<file path="config.mk">
export PLATFORM = sky130hd
export DESIGN_NAME = serial_buffers_and_fifo_control
export DESIGN_NICKNAME = d
export VERILOG_FILES = /design/src/hdl/serial_buffers_and_fifo_control.v
export VERILOG_INCLUDE_DIRS = /design/src /design/src/hdl
export SDC_FILE = /design/constraint.sdc
export NUM_CORES = 1
export LEC_CHECK = 0
export ABC_AREA = 1
export BUFFER_PORTS_ARGS = -buffer_cell sky130_fd_sc_hd__buf_2
export CORE_MARGIN = 2
export CORE_UTILIZATION = 40
export CTS_CLUSTER_DIAMETER = 150
export CTS_CLUSTER_SIZE = 16
export DETAILED_ROUTE_END_ITERATION = 10
export SYNTH_ARGS = -nofsm -noshare
export SYNTH_HDL_FRONTEND = slang
export SYNTH_SLANG_ARGS = --single-unit
</file>
<file path="constraint.sdc">
create_clock -name pclk -period 1.79 [get_ports pclk]
set_clock_uncertainty 0.05 [all_clocks]
set_input_delay 0.358 -clock pclk [delete_from_list [all_inputs] [get_ports pclk]]
set_output_delay 0.358 -clock pclk [all_outputs]
set_load 0.02 [all_outputs]
</file>
<file path="src/hdl/serial_buf_defines.vh">
// register indices, field positions and reset values of the serial buffer block
`ifndef SERIAL_BUF_DEFINES_VH
`define SERIAL_BUF_DEFINES_VH

// register indices; byte address is four times the index
`define IDX_MODE        32'h0f0001a0
`define IDX_RX_BUF      32'h0f0001a2
`define IDX_TX_BUF      32'h0f0001a4
`define IDX_RX_COPY     32'h0f0001a6
`define IDX_FIRST_TX    32'h0f0001a8
`define IDX_SHIFT       32'h0f0001aa
`define IDX_CONTROL     32'h0f0001b0

// mode register fields
`define MODE_DIR        0
`define MODE_LEN        1
`define MODE_SEQ        2
`define MODE_EN         3
`define MODE_BUSY       4

// control register fields
`define CTL_URST        15
`define CTL_TTRG        12
`define CTL_TFULL       11
`define CTL_TFIFO       10
`define CTL_TPAGE       9
`define CTL_TDMA        8
`define CTL_SVALID      7
`define CTL_RVALID      6
`define CTL_RFULLS      5
`define CTL_RTRG        4
`define CTL_RFULL       3
`define CTL_RFIFO       2
`define CTL_RPAGE       1
`define CTL_RDMA        0

// reset values and masks
`define CTL_RESET       16'h8000
`define CTL_WMASK       16'h9737
`define DATA_ZERO       16'h0000
`define MASK_BYTE       16'h00ff
`define MASK_WORD       16'hffff

// character lengths in bits
`define BITS_BYTE       5'd8
`define BITS_WORD       5'd16

`endif

</file>
<file path="src/hdl/serial_buffers_and_fifo_control.v">
// serial buffers, shift engine and control register behind an apb slave
//
// Function
// reading copy or shift register never starts reception; only receive buffer read does
// copy register shows receive data only while direction selects receive
// copy, first-transmit and shift registers clear on reset or unit soft reset
// shift register also clears when the interface enable bit is cleared
// character length 0 uses low 8 bits, 1 uses all 16 bits
// in sequential mode software loads first-transmit before the transmit buffer
// first-transmit writes only take effect while no transfer is in progress
// shift register writes only take effect while no transfer is in progress
// after sequential reception last word stays in shift, previous in buffer and copy
// control bit 15 holds unit in reset; software clears it before configuring
// control register resets with bit 15 set and all others clear
// bit 12 halts transmission at the transmit trigger level
// read-only bit 11 shows transmit fifo full
// bit 10 enables transmit fifo, bit 8 enables transmit dma
// bit 9 halts transfer at transmit dma one-page boundary
// bits 7 and 6 show valid data in shift register and receive buffer
// bit 5 halts reception when receive fifo is full
// bit 4 halts reception at the receive trigger level
// read-only bit 3 shows receive fifo full
// bit 2 enables receive fifo, bit 0 receive dma, bit 1 receive page halt
// software sets sequential mode whenever either fifo is enabled
// software enables the fifos whenever dma is enabled
// in sequential mode a receive buffer read triggers the next reception
// without transmit fifo a transmit buffer write starts transmission
// control bits 14 and 13 read zero and ignore writes
// valid flags clear on unit soft reset or when their register clears
`timescale 1ns/1ns
`include "serial_buf_defines.vh"

module serial_buffers_and_fifo_control (
    // clock and reset
    input  wire        pclk,
    input  wire        presetn,
    // apb slave
    input  wire        psel,
    input  wire        penable,
    input  wire        pwrite,
    input  wire [31:0] paddr,
    input  wire [31:0] pwdata,
    output reg  [31:0] prdata,
    output reg         pready,
    output reg         pslverr,
    // serial link
    input  wire        link_clock,
    input  wire        serial_in,
    output reg         serial_out,
    // fifo and dma status from neighbouring logic
    input  wire        tx_fifo_is_full,
    input  wire        rx_fifo_is_full,
    input  wire        tx_trigger_reached,
    input  wire        rx_trigger_reached,
    input  wire        tx_page_boundary,
    input  wire        rx_page_boundary,
    // fifo and dma controls
    output wire        tx_fifo_use,
    output wire        tx_dma_use,
    output wire        rx_fifo_use,
    output wire        rx_dma_use,
    output reg         tx_halt,
    output reg         rx_halt
);

    // one-hot states of the shift engine
    localparam [2:0] ST_IDLE  = 3'b001;
    localparam [2:0] ST_SHIFT = 3'b010;
    localparam [2:0] ST_DONE  = 3'b100;

    reg  [15:0] receive_buffer_data;
    reg  [15:0] receive_copy_data;
    reg  [15:0] first_transmit_data;
    reg  [15:0] transmit_data;
    reg  [15:0] shift_data;
    reg         shift_data_valid;
    reg         receive_buffer_valid;
    reg         tx_pending;
    reg         transfer_direction;
    reg         character_length;
    reg         seq_mode;
    reg         interface_enable;
    reg         transfer_in_progress;
    reg  [15:0] control;
    reg  [2:0]  state;
    reg  [4:0]  bit_count;
    reg         clk_meta;
    reg         clk_sync;
    reg         clk_last;
    reg         din_meta;
    reg         din_sync;
    reg  [31:0] next_rdata;

    // byte address of a register index
    function [31:0] byte_addr;
        input [31:0] idx;
        begin
            byte_addr = {idx[29:0], 2'b00};
        end
    endfunction

    // most significant bit of the current character
    function msb_of;
        input [15:0] v;
        input        long;
        begin
            msb_of = long ? v[15] : v[7];
        end
    endfunction

    // apb phases; side effects only at the completing edge
    wire setup  = psel & ~penable;
    wire access = psel & penable & pready;
    wire wr     = access & pwrite;
    wire rd     = access & ~pwrite;

    // address decode
    wire hit_mode  = (paddr == byte_addr(`IDX_MODE));
    wire hit_rxb   = (paddr == byte_addr(`IDX_RX_BUF));
    wire hit_txb   = (paddr == byte_addr(`IDX_TX_BUF));
    wire hit_copy  = (paddr == byte_addr(`IDX_RX_COPY));
    wire hit_ftx   = (paddr == byte_addr(`IDX_FIRST_TX));
    wire hit_shift = (paddr == byte_addr(`IDX_SHIFT));
    wire hit_ctl   = (paddr == byte_addr(`IDX_CONTROL));
    wire hit_any   = hit_mode | hit_rxb | hit_txb | hit_copy | hit_ftx | hit_shift | hit_ctl;

    // character width in use
    wire [15:0] len_mask  = character_length ? `MASK_WORD : `MASK_BYTE;
    wire [4:0]  char_bits = character_length ? `BITS_WORD : `BITS_BYTE;
    wire [15:0] wdata     = pwdata[15:0] & len_mask;

    wire unit_soft_reset = control[`CTL_URST];
    wire run_ok          = interface_enable & ~unit_soft_reset;

    // halt conditions
    wire tx_halt_now = (control[`CTL_TTRG] & tx_trigger_reached)
                     | (control[`CTL_TPAGE] & tx_page_boundary);
    wire rx_halt_now = (control[`CTL_RFULLS] & rx_fifo_is_full)
                     | (control[`CTL_RTRG] & rx_trigger_reached)
                     | (control[`CTL_RPAGE] & rx_page_boundary);

    // transfer starts; only the receive buffer read triggers reception
    wire tx_start = wr & hit_txb & transfer_direction & ~control[`CTL_TFIFO]
                  & run_ok & ~transfer_in_progress & ~tx_halt_now;
    wire rx_start = rd & hit_rxb & ~transfer_direction
                  & run_ok & ~transfer_in_progress & ~rx_halt_now;

    // link clock edges seen on the synchronised copy
    wire clk_rise = clk_sync & ~clk_last;
    wire clk_fall = ~clk_sync & clk_last;

    // fifo and dma enables straight from the control flops
    assign tx_fifo_use = control[`CTL_TFIFO];
    assign tx_dma_use  = control[`CTL_TDMA];
    assign rx_fifo_use = control[`CTL_RFIFO];
    assign rx_dma_use  = control[`CTL_RDMA];

    // two-stage synchronisers for the link pins
    always @(posedge pclk or negedge presetn) begin
        if (!presetn) begin
            clk_meta <= 1'b0;
            clk_sync <= 1'b0;
            clk_last <= 1'b0;
            din_meta <= 1'b0;
            din_sync <= 1'b0;
        end else begin
            clk_meta <= link_clock;
            clk_sync <= clk_meta;
            clk_last <= clk_sync;
            din_meta <= serial_in;
            din_sync <= din_meta;
        end
    end

    // control register; reserved bits never stored
    always @(posedge pclk or negedge presetn) begin
        if (!presetn) begin
            control <= `CTL_RESET;
        end else if (wr && hit_ctl) begin
            control <= pwdata[15:0] & `CTL_WMASK;
        end
    end

    // mode register; shape bits locked while a transfer runs
    always @(posedge pclk or negedge presetn) begin
        if (!presetn) begin
            transfer_direction <= 1'b0;
            character_length   <= 1'b0;
            seq_mode           <= 1'b0;
            interface_enable   <= 1'b0;
        end else if (wr && hit_mode) begin
            interface_enable <= pwdata[`MODE_EN];
            if (!transfer_in_progress) begin
                transfer_direction <= pwdata[`MODE_DIR];
                character_length   <= pwdata[`MODE_LEN];
                seq_mode           <= pwdata[`MODE_SEQ];
            end
        end
    end

    // halt outputs registered
    always @(posedge pclk or negedge presetn) begin
        if (!presetn) begin
            tx_halt <= 1'b0;
            rx_halt <= 1'b0;
        end else begin
            tx_halt <= tx_halt_now;
            rx_halt <= rx_halt_now;
        end
    end

    // read data selection
    always @* begin
        next_rdata = 32'h0000_0000;
        case (1'b1)
            hit_mode: begin
                next_rdata[`MODE_DIR]  = transfer_direction;
                next_rdata[`MODE_LEN]  = character_length;
                next_rdata[`MODE_SEQ]  = seq_mode;
                next_rdata[`MODE_EN]   = interface_enable;
                next_rdata[`MODE_BUSY] = transfer_in_progress;
            end
            hit_rxb: begin
                next_rdata[15:0] = transfer_direction ? `DATA_ZERO : receive_buffer_data;
            end
            hit_txb: begin
                next_rdata[15:0] = transmit_data;
            end
            hit_copy: begin
                next_rdata[15:0] = transfer_direction ? `DATA_ZERO : receive_copy_data;
            end
            hit_ftx: begin
                next_rdata[15:0] = first_transmit_data;
            end
            hit_shift: begin
                next_rdata[15:0] = shift_data;
            end
            hit_ctl: begin
                next_rdata[15:0]        = control;
                next_rdata[`CTL_TFULL]  = tx_fifo_is_full;
                next_rdata[`CTL_SVALID] = shift_data_valid;
                next_rdata[`CTL_RVALID] = receive_buffer_valid;
                next_rdata[`CTL_RFULL]  = rx_fifo_is_full;
            end
            default: begin
                next_rdata = 32'h0000_0000;
            end
        endcase
    end

    // apb answer: ready in the first access cycle, error on unmapped address
    always @(posedge pclk or negedge presetn) begin
        if (!presetn) begin
            prdata  <= 32'h0000_0000;
            pready  <= 1'b0;
            pslverr <= 1'b0;
        end else begin
            pready  <= setup;
            pslverr <= setup & ~hit_any;
            prdata  <= setup ? next_rdata : 32'h0000_0000;
        end
    end

    // data registers and shift engine
    always @(posedge pclk or negedge presetn) begin
        if (!presetn) begin
            receive_buffer_data  <= `DATA_ZERO;
            receive_copy_data    <= `DATA_ZERO;
            first_transmit_data  <= `DATA_ZERO;
            transmit_data        <= `DATA_ZERO;
            shift_data           <= `DATA_ZERO;
            shift_data_valid     <= 1'b0;
            receive_buffer_valid <= 1'b0;
            tx_pending           <= 1'b0;
            transfer_in_progress <= 1'b0;
            state                <= ST_IDLE;
            bit_count            <= 5'd0;
            serial_out           <= 1'b0;
        end else if (unit_soft_reset) begin
            receive_buffer_data  <= `DATA_ZERO;
            receive_copy_data    <= `DATA_ZERO;
            first_transmit_data  <= `DATA_ZERO;
            transmit_data        <= `DATA_ZERO;
            shift_data           <= `DATA_ZERO;
            shift_data_valid     <= 1'b0;
            receive_buffer_valid <= 1'b0;
            tx_pending           <= 1'b0;
            transfer_in_progress <= 1'b0;
            state                <= ST_IDLE;
            bit_count            <= 5'd0;
            serial_out           <= 1'b0;
        end else if (!interface_enable) begin
            shift_data           <= `DATA_ZERO;
            shift_data_valid     <= 1'b0;
            transmit_data        <= `DATA_ZERO;
            tx_pending           <= 1'b0;
            transfer_in_progress <= 1'b0;
            state                <= ST_IDLE;
            bit_count            <= 5'd0;
            serial_out           <= 1'b0;
            if (wr && hit_ftx && !transfer_in_progress) begin
                first_transmit_data <= wdata;
            end
        end else begin
            // software writes outside the shift engine
            if (wr && hit_ftx && !transfer_in_progress) begin
                first_transmit_data <= wdata;
            end
            if (wr && hit_txb && transfer_direction) begin
                transmit_data <= wdata;
                if (transfer_in_progress && seq_mode) begin
                    tx_pending <= 1'b1;
                end
            end
            case (state)
                ST_IDLE: begin
                    if (wr && hit_shift && !transfer_in_progress) begin
                        shift_data <= wdata;
                    end
                    if (tx_start) begin
                        // sequential mode sends the first-transmit word ahead
                        shift_data           <= seq_mode ? first_transmit_data : wdata;
                        serial_out           <= msb_of(seq_mode ? first_transmit_data : wdata,
                                                       character_length);
                        tx_pending           <= seq_mode;
                        shift_data_valid     <= 1'b0;
                        transfer_in_progress <= 1'b1;
                        bit_count            <= 5'd0;
                        state                <= ST_SHIFT;
                    end else if (rx_start) begin
                        // previous word moves to buffer and copy together
                        receive_buffer_data  <= shift_data;
                        receive_copy_data    <= shift_data;
                        receive_buffer_valid <= shift_data_valid;
                        shift_data_valid     <= 1'b0;
                        serial_out           <= msb_of(shift_data, character_length);
                        transfer_in_progress <= 1'b1;
                        bit_count            <= 5'd0;
                        state                <= ST_SHIFT;
                    end
                end
                ST_SHIFT: begin
                    if (clk_rise) begin
                        shift_data <= {shift_data[14:0], din_sync} & len_mask;
                        bit_count  <= bit_count + 5'd1;
                        if (bit_count + 5'd1 == char_bits) begin
                            state <= ST_DONE;
                        end
                    end else if (clk_fall) begin
                        serial_out <= msb_of(shift_data, character_length);
                    end
                end
                ST_DONE: begin
                    shift_data_valid <= 1'b1;
                    if (transfer_direction && seq_mode && tx_pending && !tx_halt_now) begin
                        // next sequential word follows without a gap
                        shift_data       <= transmit_data;
                        serial_out       <= msb_of(transmit_data, character_length);
                        shift_data_valid <= 1'b0;
                        tx_pending       <= 1'b0;
                        bit_count        <= 5'd0;
                        state            <= ST_SHIFT;
                    end else begin
                        transfer_in_progress <= 1'b0;
                        state                <= ST_IDLE;
                    end
                end
                default: begin
                    state <= ST_IDLE;
                end
            endcase
        end
    end

endmodule
</file>
==> run_summary.xml, run 1 <==
<?xml version="1.0" encoding="UTF-8"?>
<metrics>
  <group name="clock_tree">
    <metric name="cts-htree-levels" unit="">4</metric>
    <metric name="tritoncts.num_buffers" unit="">17</metric>
    <metric name="cts_num_sinks" unit="">116</metric>
    <metric name="tritoncts_clock_tree" unit="">yes</metric>
    <metric name="clk_latency" unit="ps">440</metric>
    <metric name="clkSlewWorstSetupHoldPaths" unit="ps">60</metric>
    <metric name="ctsLongestPathBuffers" unit="">2</metric>
    <metric name="ctsRootBufferMaster" unit="">clkbuf_16</metric>
  </group>
  <group name="route">
    <metric name="drcViolationCount" unit="">0</metric>
    <metric name="dr.pass1.iters" unit="">5</metric>
    <metric name="detail_route.wirelength" unit="um">21200</metric>
    <metric name="route.vias.total" unit="">6837</metric>
    <metric name="post_drt_via_cell_ratio" unit="">5.07</metric>
    <metric name="initialDrtViolationCount" unit="">851</metric>
    <metric name="routedWlPerCell" unit="um">15.8</metric>
    <metric name="final_antenna_net_count" unit="">0</metric>
  </group>
  <group name="die">
    <metric name="floorplan.initialDensity" unit="">0.407</metric>
    <metric name="coreArea" unit="um2">16500</metric>
    <metric name="boundaryPins" unit="">118</metric>
    <metric name="chipWidth" unit="um">134</metric>
    <metric name="chipHeight" unit="um">134</metric>
    <metric name="placementRows" unit="">47</metric>
    <metric name="die_area" unit="um2">17900</metric>
  </group>
  <group name="placement">
    <metric name="dp.final_hpwl" unit="um">15700</metric>
    <metric name="placed_cells_incl_taps" unit="">1297</metric>
    <metric name="portbufs" unit="">85</metric>
    <metric name="routability_driven_placement_congestion_ratio" unit="">0.868</metric>
    <metric name="pre_cts_slack" unit="ps">-346</metric>
  </group>
  <group name="synthesis">
    <metric name="postSynth.topFlopCell" unit="">dfrtp_1</metric>
    <metric name="synth_seq_cells" unit="">116</metric>
    <metric name="synth_edf_count" unit="">0</metric>
    <metric name="synth_mux_area_frac" unit="">0.00837</metric>
    <metric name="async_sr_flop_fraction" unit="">1.00</metric>
    <metric name="synthesis.area" unit="um2">6730</metric>
    <metric name="synth_area_leaders" unit="">dfrtp_1, nand2_1, o21ai_0</metric>
    <metric name="post_synth_and_or_nand_nor_area_fraction" unit="">0.281</metric>
    <metric name="largest_family_of_logic_cells_by_synthesized_area" unit="">simple AND/OR/NAND/NOR gates</metric>
    <metric name="synth-seq-area-share" unit="">0.432</metric>
    <metric name="yosys.area_share.xor_xnor" unit="">0.00260</metric>
    <metric name="synth_top_area_frac" unit="">0.424</metric>
    <metric name="synth_cell_type_count" unit="">44</metric>
    <metric name="synth.largest_area_cell" unit="">dfrtp_1</metric>
    <metric name="synth_area_per_cell" unit="um2">7.30</metric>
    <metric name="syn-instance-count" unit="">921</metric>
    <metric name="yosysWarningCount" unit="">0</metric>
    <metric name="synth_compound_gate_area_share" unit="">0.155</metric>
    <metric name="adder_cell_fraction_of_synth_area" unit="">0.00186</metric>
  </group>
  <group name="critical_path">
    <metric name="worstSetupEndpoint" unit="">transfer_in_progress$_DFFE_PN0P_</metric>
    <metric name="critical_path.reg2reg.endpoint" unit="">transfer_in_progress$_DFFE_PN0P_</metric>
    <metric name="launching_element_type_of_the_critical_path" unit="">register</metric>
    <metric name="worstSetupStartpoint" unit="">control[15]$_DFFE_PN1P_</metric>
    <metric name="critical_path.endpoint_type" unit="">register</metric>
    <metric name="startpoint_of_the_worst_register_to_register_path" unit="">control[15]$_DFFE_PN1P_</metric>
    <metric name="register_to_register_setup_slack" unit="ps">-70</metric>
    <metric name="path_class" unit="">reg -&gt; reg</metric>
    <metric name="worst-path-max-fanout" unit="">8</metric>
    <metric name="ff2ff_path_depth" unit="">9</metric>
    <metric name="timing.critical_path.arrival" unit="ps">2120</metric>
    <metric name="worst-endpoint-required" unit="ps">2040</metric>
  </group>
  <group name="layout">
    <metric name="drive_gt1_frac" unit="">0.315</metric>
    <metric name="final_cell_count_without_fillers" unit="">1348</metric>
    <metric name="area_delta_synth_final" unit="%">39.4</metric>
    <metric name="final_core_util" unit="">0.567</metric>
    <metric name="fin_nets" unit="">1193</metric>
    <metric name="final.fill_count" unit="">1549</metric>
    <metric name="diodes" unit="">0</metric>
  </group>
  <group name="global_routing">
    <metric name="gr_util_met1" unit="">0.347</metric>
    <metric name="gr-usage-met3" unit="">0.0556</metric>
    <metric name="grt_start_max_net_pins" unit="">33</metric>
    <metric name="overflow" unit="">0</metric>
    <metric name="number_of_global_route_vias_before_repair" unit="">6452</metric>
    <metric name="grt_antenna_before_repair" unit="">0</metric>
    <metric name="track_usage" unit="">0.245</metric>
    <metric name="groute.layer.met2.usage" unit="">0.365</metric>
    <metric name="grt_first_pass_wirelength" unit="um">33700</metric>
    <metric name="grt-busiest-layer" unit="">met2</metric>
  </group>
  <group name="sta">
    <metric name="rsz0062_at_grt" unit="">yes</metric>
    <metric name="hold_viol" unit="">0</metric>
    <metric name="final.period_utilization" unit="">1.04</metric>
    <metric name="max_clock_freq" unit="MHz">537</metric>
    <metric name="period_needed" unit="ps">1860</metric>
    <metric name="slew_viol_final" unit="">0</metric>
    <metric name="worst_slack" unit="ps">-73.1</metric>
    <metric name="setup_viol" unit="">33</metric>
  </group>
  <group name="power_and_ir_drop">
    <metric name="ir_worst_vdd" unit="V">0.000684</metric>
    <metric name="static-leakage-power" unit="nW">4.75</metric>
    <metric name="pwr_density_cell" unit="nW/um2">659</metric>
    <metric name="power.total" unit="mW">6.18</metric>
  </group>
  <group name="worst_hold_path">
    <metric name="holdCritPathClass" unit="">in -&gt; reg</metric>
  </group>
  <group name="outcome">
    <metric name="status" unit="">complete, but fails checks</metric>
    <metric name="failed_checks" unit="">setup timing</metric>
  </group>
  <group name="flow_run">
    <metric name="cap_violations" unit="">0</metric>
  </group>
</metrics>
## cell type report
cell class	instances	area (um2)	area share
multi-input combinational	635	3440	0.367
timing repair buffer	212	1650	0.176
clock buffer	21	460	0.0491
clock inverter	11	103	0.0109
sequential	116	2910	0.310
tap	220	275	0.0294
inverter	133	536	0.0571
## routing by layer
metal | share of wire | up-vias
li1 | - | 3354
met1 | 0.45 | 3165
met2 | 0.45 | 268
met3 | 0.079 | 50
met4 | 0.025 | 0
met5 | 0 | -
## where the power goes
part / switching, mW / leakage, nW / internal, mW
clock network: 1.27 / 0.270 / 1.98
registers: 0.00308 / 1.60 / 2.63
logic: 0.187 / 2.88 / 0.105
## cell usage in the layout (no fill, tap or decap), types with 10 or more instances in the layout
cell type  instances
buf_12            15
a21oi_1           19
buf_4             95
nand2_2           18
clkbuf_16         18
o21ai_2           13
o21ai_1           10
nand2_1          214
buf_2             84
nand3_2           17
nand4_1           10
conb_1            16
dfrtp_1          113
o21bai_1          10
o22ai_1           35
nor2_1            51
nand3_1           69
o21ai_0           84
inv_1            123
buf_6             13
nand2_4           13
## cells by family after synthesis
family	Yosys count
AND/OR/NAND/NOR	427
buffers and inverters	186
AO/OA/AOI/OAI	183
flip-flops	116
multiplexers	5
XOR/XNOR	2
adder cells (fa/ha/maj)	1
other	1
## registers in the layout, indices dropped and copies added, names as in the netlist, 3 cells and up
signal and cells:
prdata 16, receive_copy_data 16, bit_count 5, state 3, transmit_data 16, first_transmit_data 16, control 10, shift_data 16
## synthesized netlist by cell type (2+ instances only)
library cell,n
nand4_1,10
inv_1,127
o211ai_1,2
nand3_1,84
buf_2,9
nor3_1,9
a21oi_1,22
clkinv_1,2
o21bai_1,11
nor2_2,3
buf_4,17
o22ai_1,36
clkbuf_1,20
nor2_1,61
inv_2,3
nor3_2,4
mux2_2,5
o21ai_2,8
o21ai_0,99
nand3_2,2
buf_6,3
dfrtp_1,114
dfstp_2,2
buf_1,3
nand2_1,241
nand2_4,4
nor2_4,3
## worst max-delay path, cell delays in order (launching register included)
cell and delay, ps:
dfstp_2 560, clkinv_4 60, nand2_4 80, buf_6 160, clkinvlp_4 140, buf_4 160, nand4_4 150, nand2_1 100
o21ai_1 140, nand2_1 110
## how the worst min path moves through the flow
stage | startpoint | end | cells after the start
final | penable | pready$_DFF_PN0_ | 2
after global routing | penable | pready$_DFF_PN0_ | 2
after CTS | penable | pready$_DFF_PN0_ | 2
after detailed placement | din_meta$_DFF_PN0_ | din_sync$_DFF_PN0_ | 0
after global placement | clk_meta$_DFF_PN0_ | clk_sync$_DFF_PN0_ | 0
after floorplan | presetn | bit_count[0]$_DFFE_PN0P_ | 0
## per-stage QoR
step	instance area, um2	hold WS, ps	setup TNS (ps)
after floorplan	6830	12.4	-106
after detailed placement	8230	288	-22970
after global routing	9370	90.3	-4460
final	9370	75.4	-1190
after CTS	9010	66.7	-669
after global placement	8230	287	-20590
## repair_timing
item | CTS | global route
endpoints found under the setup margin | 42 | 73
hold buffers | 3 | 0
cloned | 1 | 1
resized for setup | 35 | 85
endpoints found under the hold margin | 27 | 0
setup buffers | 4 | 10
pin swaps | 21 | 21
No activity file was read; power rests on OpenSTA's default activity.
==> run 2: changes to the inputs <==
Settings changed: HOLD_SLACK_MARGIN from default to 0.02, PLACE_DENSITY from default to 0.63.
==> run_summary.xml, run 2 (synthesis gave the netlist of run 1 again) <==
<?xml version="1.0" encoding="UTF-8"?>
<metrics>
  <group name="layout">
    <metric name="final_cell_mix" unit="">nand2_1, inv_1, dfrtp_1</metric>
    <metric name="layout.cell_area.non_filler" unit="um2">9430</metric>
    <metric name="multi_input_gate_area_in_the_final_layout" unit="um2">3500</metric>
    <metric name="fin_nets" unit="">1197</metric>
    <metric name="final_core_util" unit="">0.570</metric>
    <metric name="area_delta_synth_final" unit="%">40.1</metric>
    <metric name="final.fill_count" unit="">1466</metric>
    <metric name="seq_area" unit="um2">2910</metric>
    <metric name="drive_gt1_frac" unit="">0.331</metric>
    <metric name="mostFrequentLayoutCell" unit="">nand2_1</metric>
    <metric name="diodes" unit="">0</metric>
  </group>
  <group name="global_routing">
    <metric name="number_of_global_route_vias_before_repair" unit="">6444</metric>
    <metric name="grt_start_max_net_pins" unit="">35</metric>
    <metric name="track_usage" unit="">0.241</metric>
    <metric name="grt_antenna_before_repair" unit="">0</metric>
    <metric name="grt_first_pass_wirelength" unit="um">33600</metric>
    <metric name="overflow" unit="">0</metric>
  </group>
  <group name="critical_path">
    <metric name="worst-path-max-fanout" unit="">7</metric>
    <metric name="timing.critical_path.slowest_cell_delay" unit="ps">420</metric>
    <metric name="worstSetupStartpoint" unit="">interface_enable$_DFFE_PN0P_</metric>
    <metric name="worstSetupEndpoint" unit="">receive_copy_data[5]$_DFFE_PN0P_</metric>
    <metric name="startpoint_of_the_worst_register_to_register_path" unit="">interface_enable$_DFFE_PN0P_</metric>
    <metric name="timing.critical_path.arrival" unit="ps">2190</metric>
    <metric name="crit_path_cell_trace" unit="">nand2_4, nor2_4, nor3b_4, nand4_4, buf_4, nand2_4, inv_4, nand2_8, nand2_8, buf_4, o21ai_2</metric>
    <metric name="ff2ff_path_depth" unit="">11</metric>
    <metric name="critical_path.reg2reg.endpoint" unit="">receive_copy_data[5]$_DFFE_PN0P_</metric>
    <metric name="path_class" unit="">reg -&gt; reg</metric>
    <metric name="launching_element_type_of_the_critical_path" unit="">register</metric>
    <metric name="critical_path.endpoint_type" unit="">register</metric>
    <metric name="critical_path.slowest_cell" unit="">dfrtp_1</metric>
    <metric name="register_to_register_setup_slack" unit="ps">-100</metric>
    <metric name="worst-endpoint-required" unit="ps">2090</metric>
  </group>
  <group name="die">
    <metric name="chipWidth" unit="um">134</metric>
    <metric name="chipHeight" unit="um">134</metric>
    <metric name="placementRows" unit="">47</metric>
    <metric name="die_area" unit="um2">17900</metric>
    <metric name="coreArea" unit="um2">16500</metric>
    <metric name="floorplan.initialDensity" unit="">0.407</metric>
    <metric name="boundaryPins" unit="">118</metric>
  </group>
  <group name="worst_hold_path">
    <metric name="holdCritPathClass" unit="">in -&gt; reg</metric>
  </group>
  <group name="sta">
    <metric name="setup_viol" unit="">37</metric>
    <metric name="tightestPinTransition" unit="ps">507</metric>
    <metric name="hold_viol" unit="">0</metric>
    <metric name="timing.max_slew.rel_slack" unit="">0.662</metric>
    <metric name="final.period_utilization" unit="">1.06</metric>
    <metric name="period_needed" unit="ps">1890</metric>
    <metric name="slew_viol_final" unit="">0</metric>
    <metric name="tns" unit="ps">-2250</metric>
    <metric name="rsz0062_at_grt" unit="">yes</metric>
    <metric name="worst_slack" unit="ps">-101</metric>
    <metric name="max_clock_freq" unit="MHz">529</metric>
  </group>
  <group name="clock_tree">
    <metric name="cts-htree-levels" unit="">4</metric>
    <metric name="tritoncts.num_buffers" unit="">17</metric>
    <metric name="cts_num_sinks" unit="">116</metric>
    <metric name="clkSlewWorstSetupHoldPaths" unit="ps">60</metric>
    <metric name="clk_latency" unit="ps">420</metric>
    <metric name="ctsLongestPathBuffers" unit="">2</metric>
    <metric name="tritoncts_clock_tree" unit="">yes</metric>
    <metric name="ctsRootBufferMaster" unit="">clkbuf_16</metric>
  </group>
  <group name="route">
    <metric name="route.vias.total" unit="">7054</metric>
    <metric name="detail_route.wirelength" unit="um">21700</metric>
    <metric name="post_drt_via_cell_ratio" unit="">5.22</metric>
    <metric name="initialDrtViolationCount" unit="">731</metric>
    <metric name="final_antenna_net_count" unit="">0</metric>
    <metric name="drcViolationCount" unit="">0</metric>
    <metric name="dr.pass1.iters" unit="">6</metric>
    <metric name="routedWlPerCell" unit="um">16.0</metric>
  </group>
  <group name="placement">
    <metric name="portbufs" unit="">85</metric>
    <metric name="dp.final_hpwl" unit="um">15100</metric>
    <metric name="pre_cts_slack" unit="ps">-408</metric>
    <metric name="post_dp_cell_area" unit="um2">8120</metric>
    <metric name="routability_driven_placement_congestion_ratio" unit="">0.850</metric>
  </group>
  <group name="power_and_ir_drop">
    <metric name="static-leakage-power" unit="nW">4.80</metric>
    <metric name="pwr_density_cell" unit="nW/um2">680</metric>
    <metric name="ir_worst_vdd" unit="V">0.000679</metric>
    <metric name="power.total" unit="mW">6.41</metric>
  </group>
  <group name="outcome">
    <metric name="status" unit="">complete, but fails checks</metric>
    <metric name="failed_checks" unit="">setup timing</metric>
  </group>
  <group name="flow_run">
    <metric name="cap_violations" unit="">0</metric>
  </group>
</metrics>
==> run 2: cell types whose count changed in the layout (fill, tap and decap cells not counted), moves of 5 or more <==
cell	delta
nand2_2	+11
buf_6	+8
buf_12	-6
nand2_1	-6
buf_4	+5
nand2_4	-5
nand3_1	-5
o22ai_1	-5
o22ai_2	+5
==> run 2: worst min path at each step <==
stage | start | end | slack [ps] | cells after the start
2_1_floorplan | presetn | bit_count[0]$_DFFE_PN0P_ | 10 | 0
3_3_place_gp | presetn | first_transmit_data[3]$_DFFE_PN0P_ | 270 | 1
3_5_place_dp | presetn | first_transmit_data[3]$_DFFE_PN0P_ | 270 | 1
4_1_cts | penable | pready$_DFF_PN0_ | 70 | 2
5_1_grt | penable | pready$_DFF_PN0_ | 110 | 2
6_report | penable | pready$_DFF_PN0_ | 90 | 2
==> run 2: worst max-delay path, delay by kind of cell, from the launching register on <==
kind,cells,cell delay (ps)
and+or+nand+nor,7,830
AOI/OAI and AO/OA,1,90
buffers and inverters,3,410
DFF,1,420
==> run 2: repair_timing <==
item / 4_1_cts / 5_1_grt
endpoints found under the setup margin: 42 / 88
hold buffers: 3 / 0
pin swaps: 24 / 45
buffers inserted: 7 / 13
cloned: 2 / 4
resized for setup: 36 / 103
endpoints found under the hold margin: 25 / 0
==> run 2: layout make-up <==
cell class | instances | share of cell area
repair inverters | 1 | 0.000796
flip-flops and latches | 116 | 0.308
well taps | 220 | 0.0292
inverters | 133 | 0.0556
clock inverters | 14 | 0.0190
clock buffers | 18 | 0.0455
multi-input cells | 635 | 0.371
repair buffers | 215 | 0.171
==> run 2: metal layers <==
metal  part of all wire  vias up  routed length (um)  track usage
met5                  0        -                   0            0
met4              0.022        0                 487       0.0762
met3              0.087       39                1890       0.0628
met2               0.45      384                9730        0.361
met1               0.44     3259                9560        0.341
li1                   -     3372                   -            -
==> run 2: power by group <==
part / internal [mW] / total, mW / leakage [nW] / switching, mW
Combinational: 0.103 / 0.288 / 2.91 / 0.185
Clock: 2.20 / 3.49 / 0.287 / 1.28
Sequential: 2.63 / 2.63 / 1.60 / 0.00300
==> run 2: per-stage QoR <==
stage               hold slack (ps)  std cells
floorplan                      12.4        936
global placement                275       1292
detailed placement              272       1292
CTS                            69.3       1336
global route                    106       1352
finish                         86.5       1352
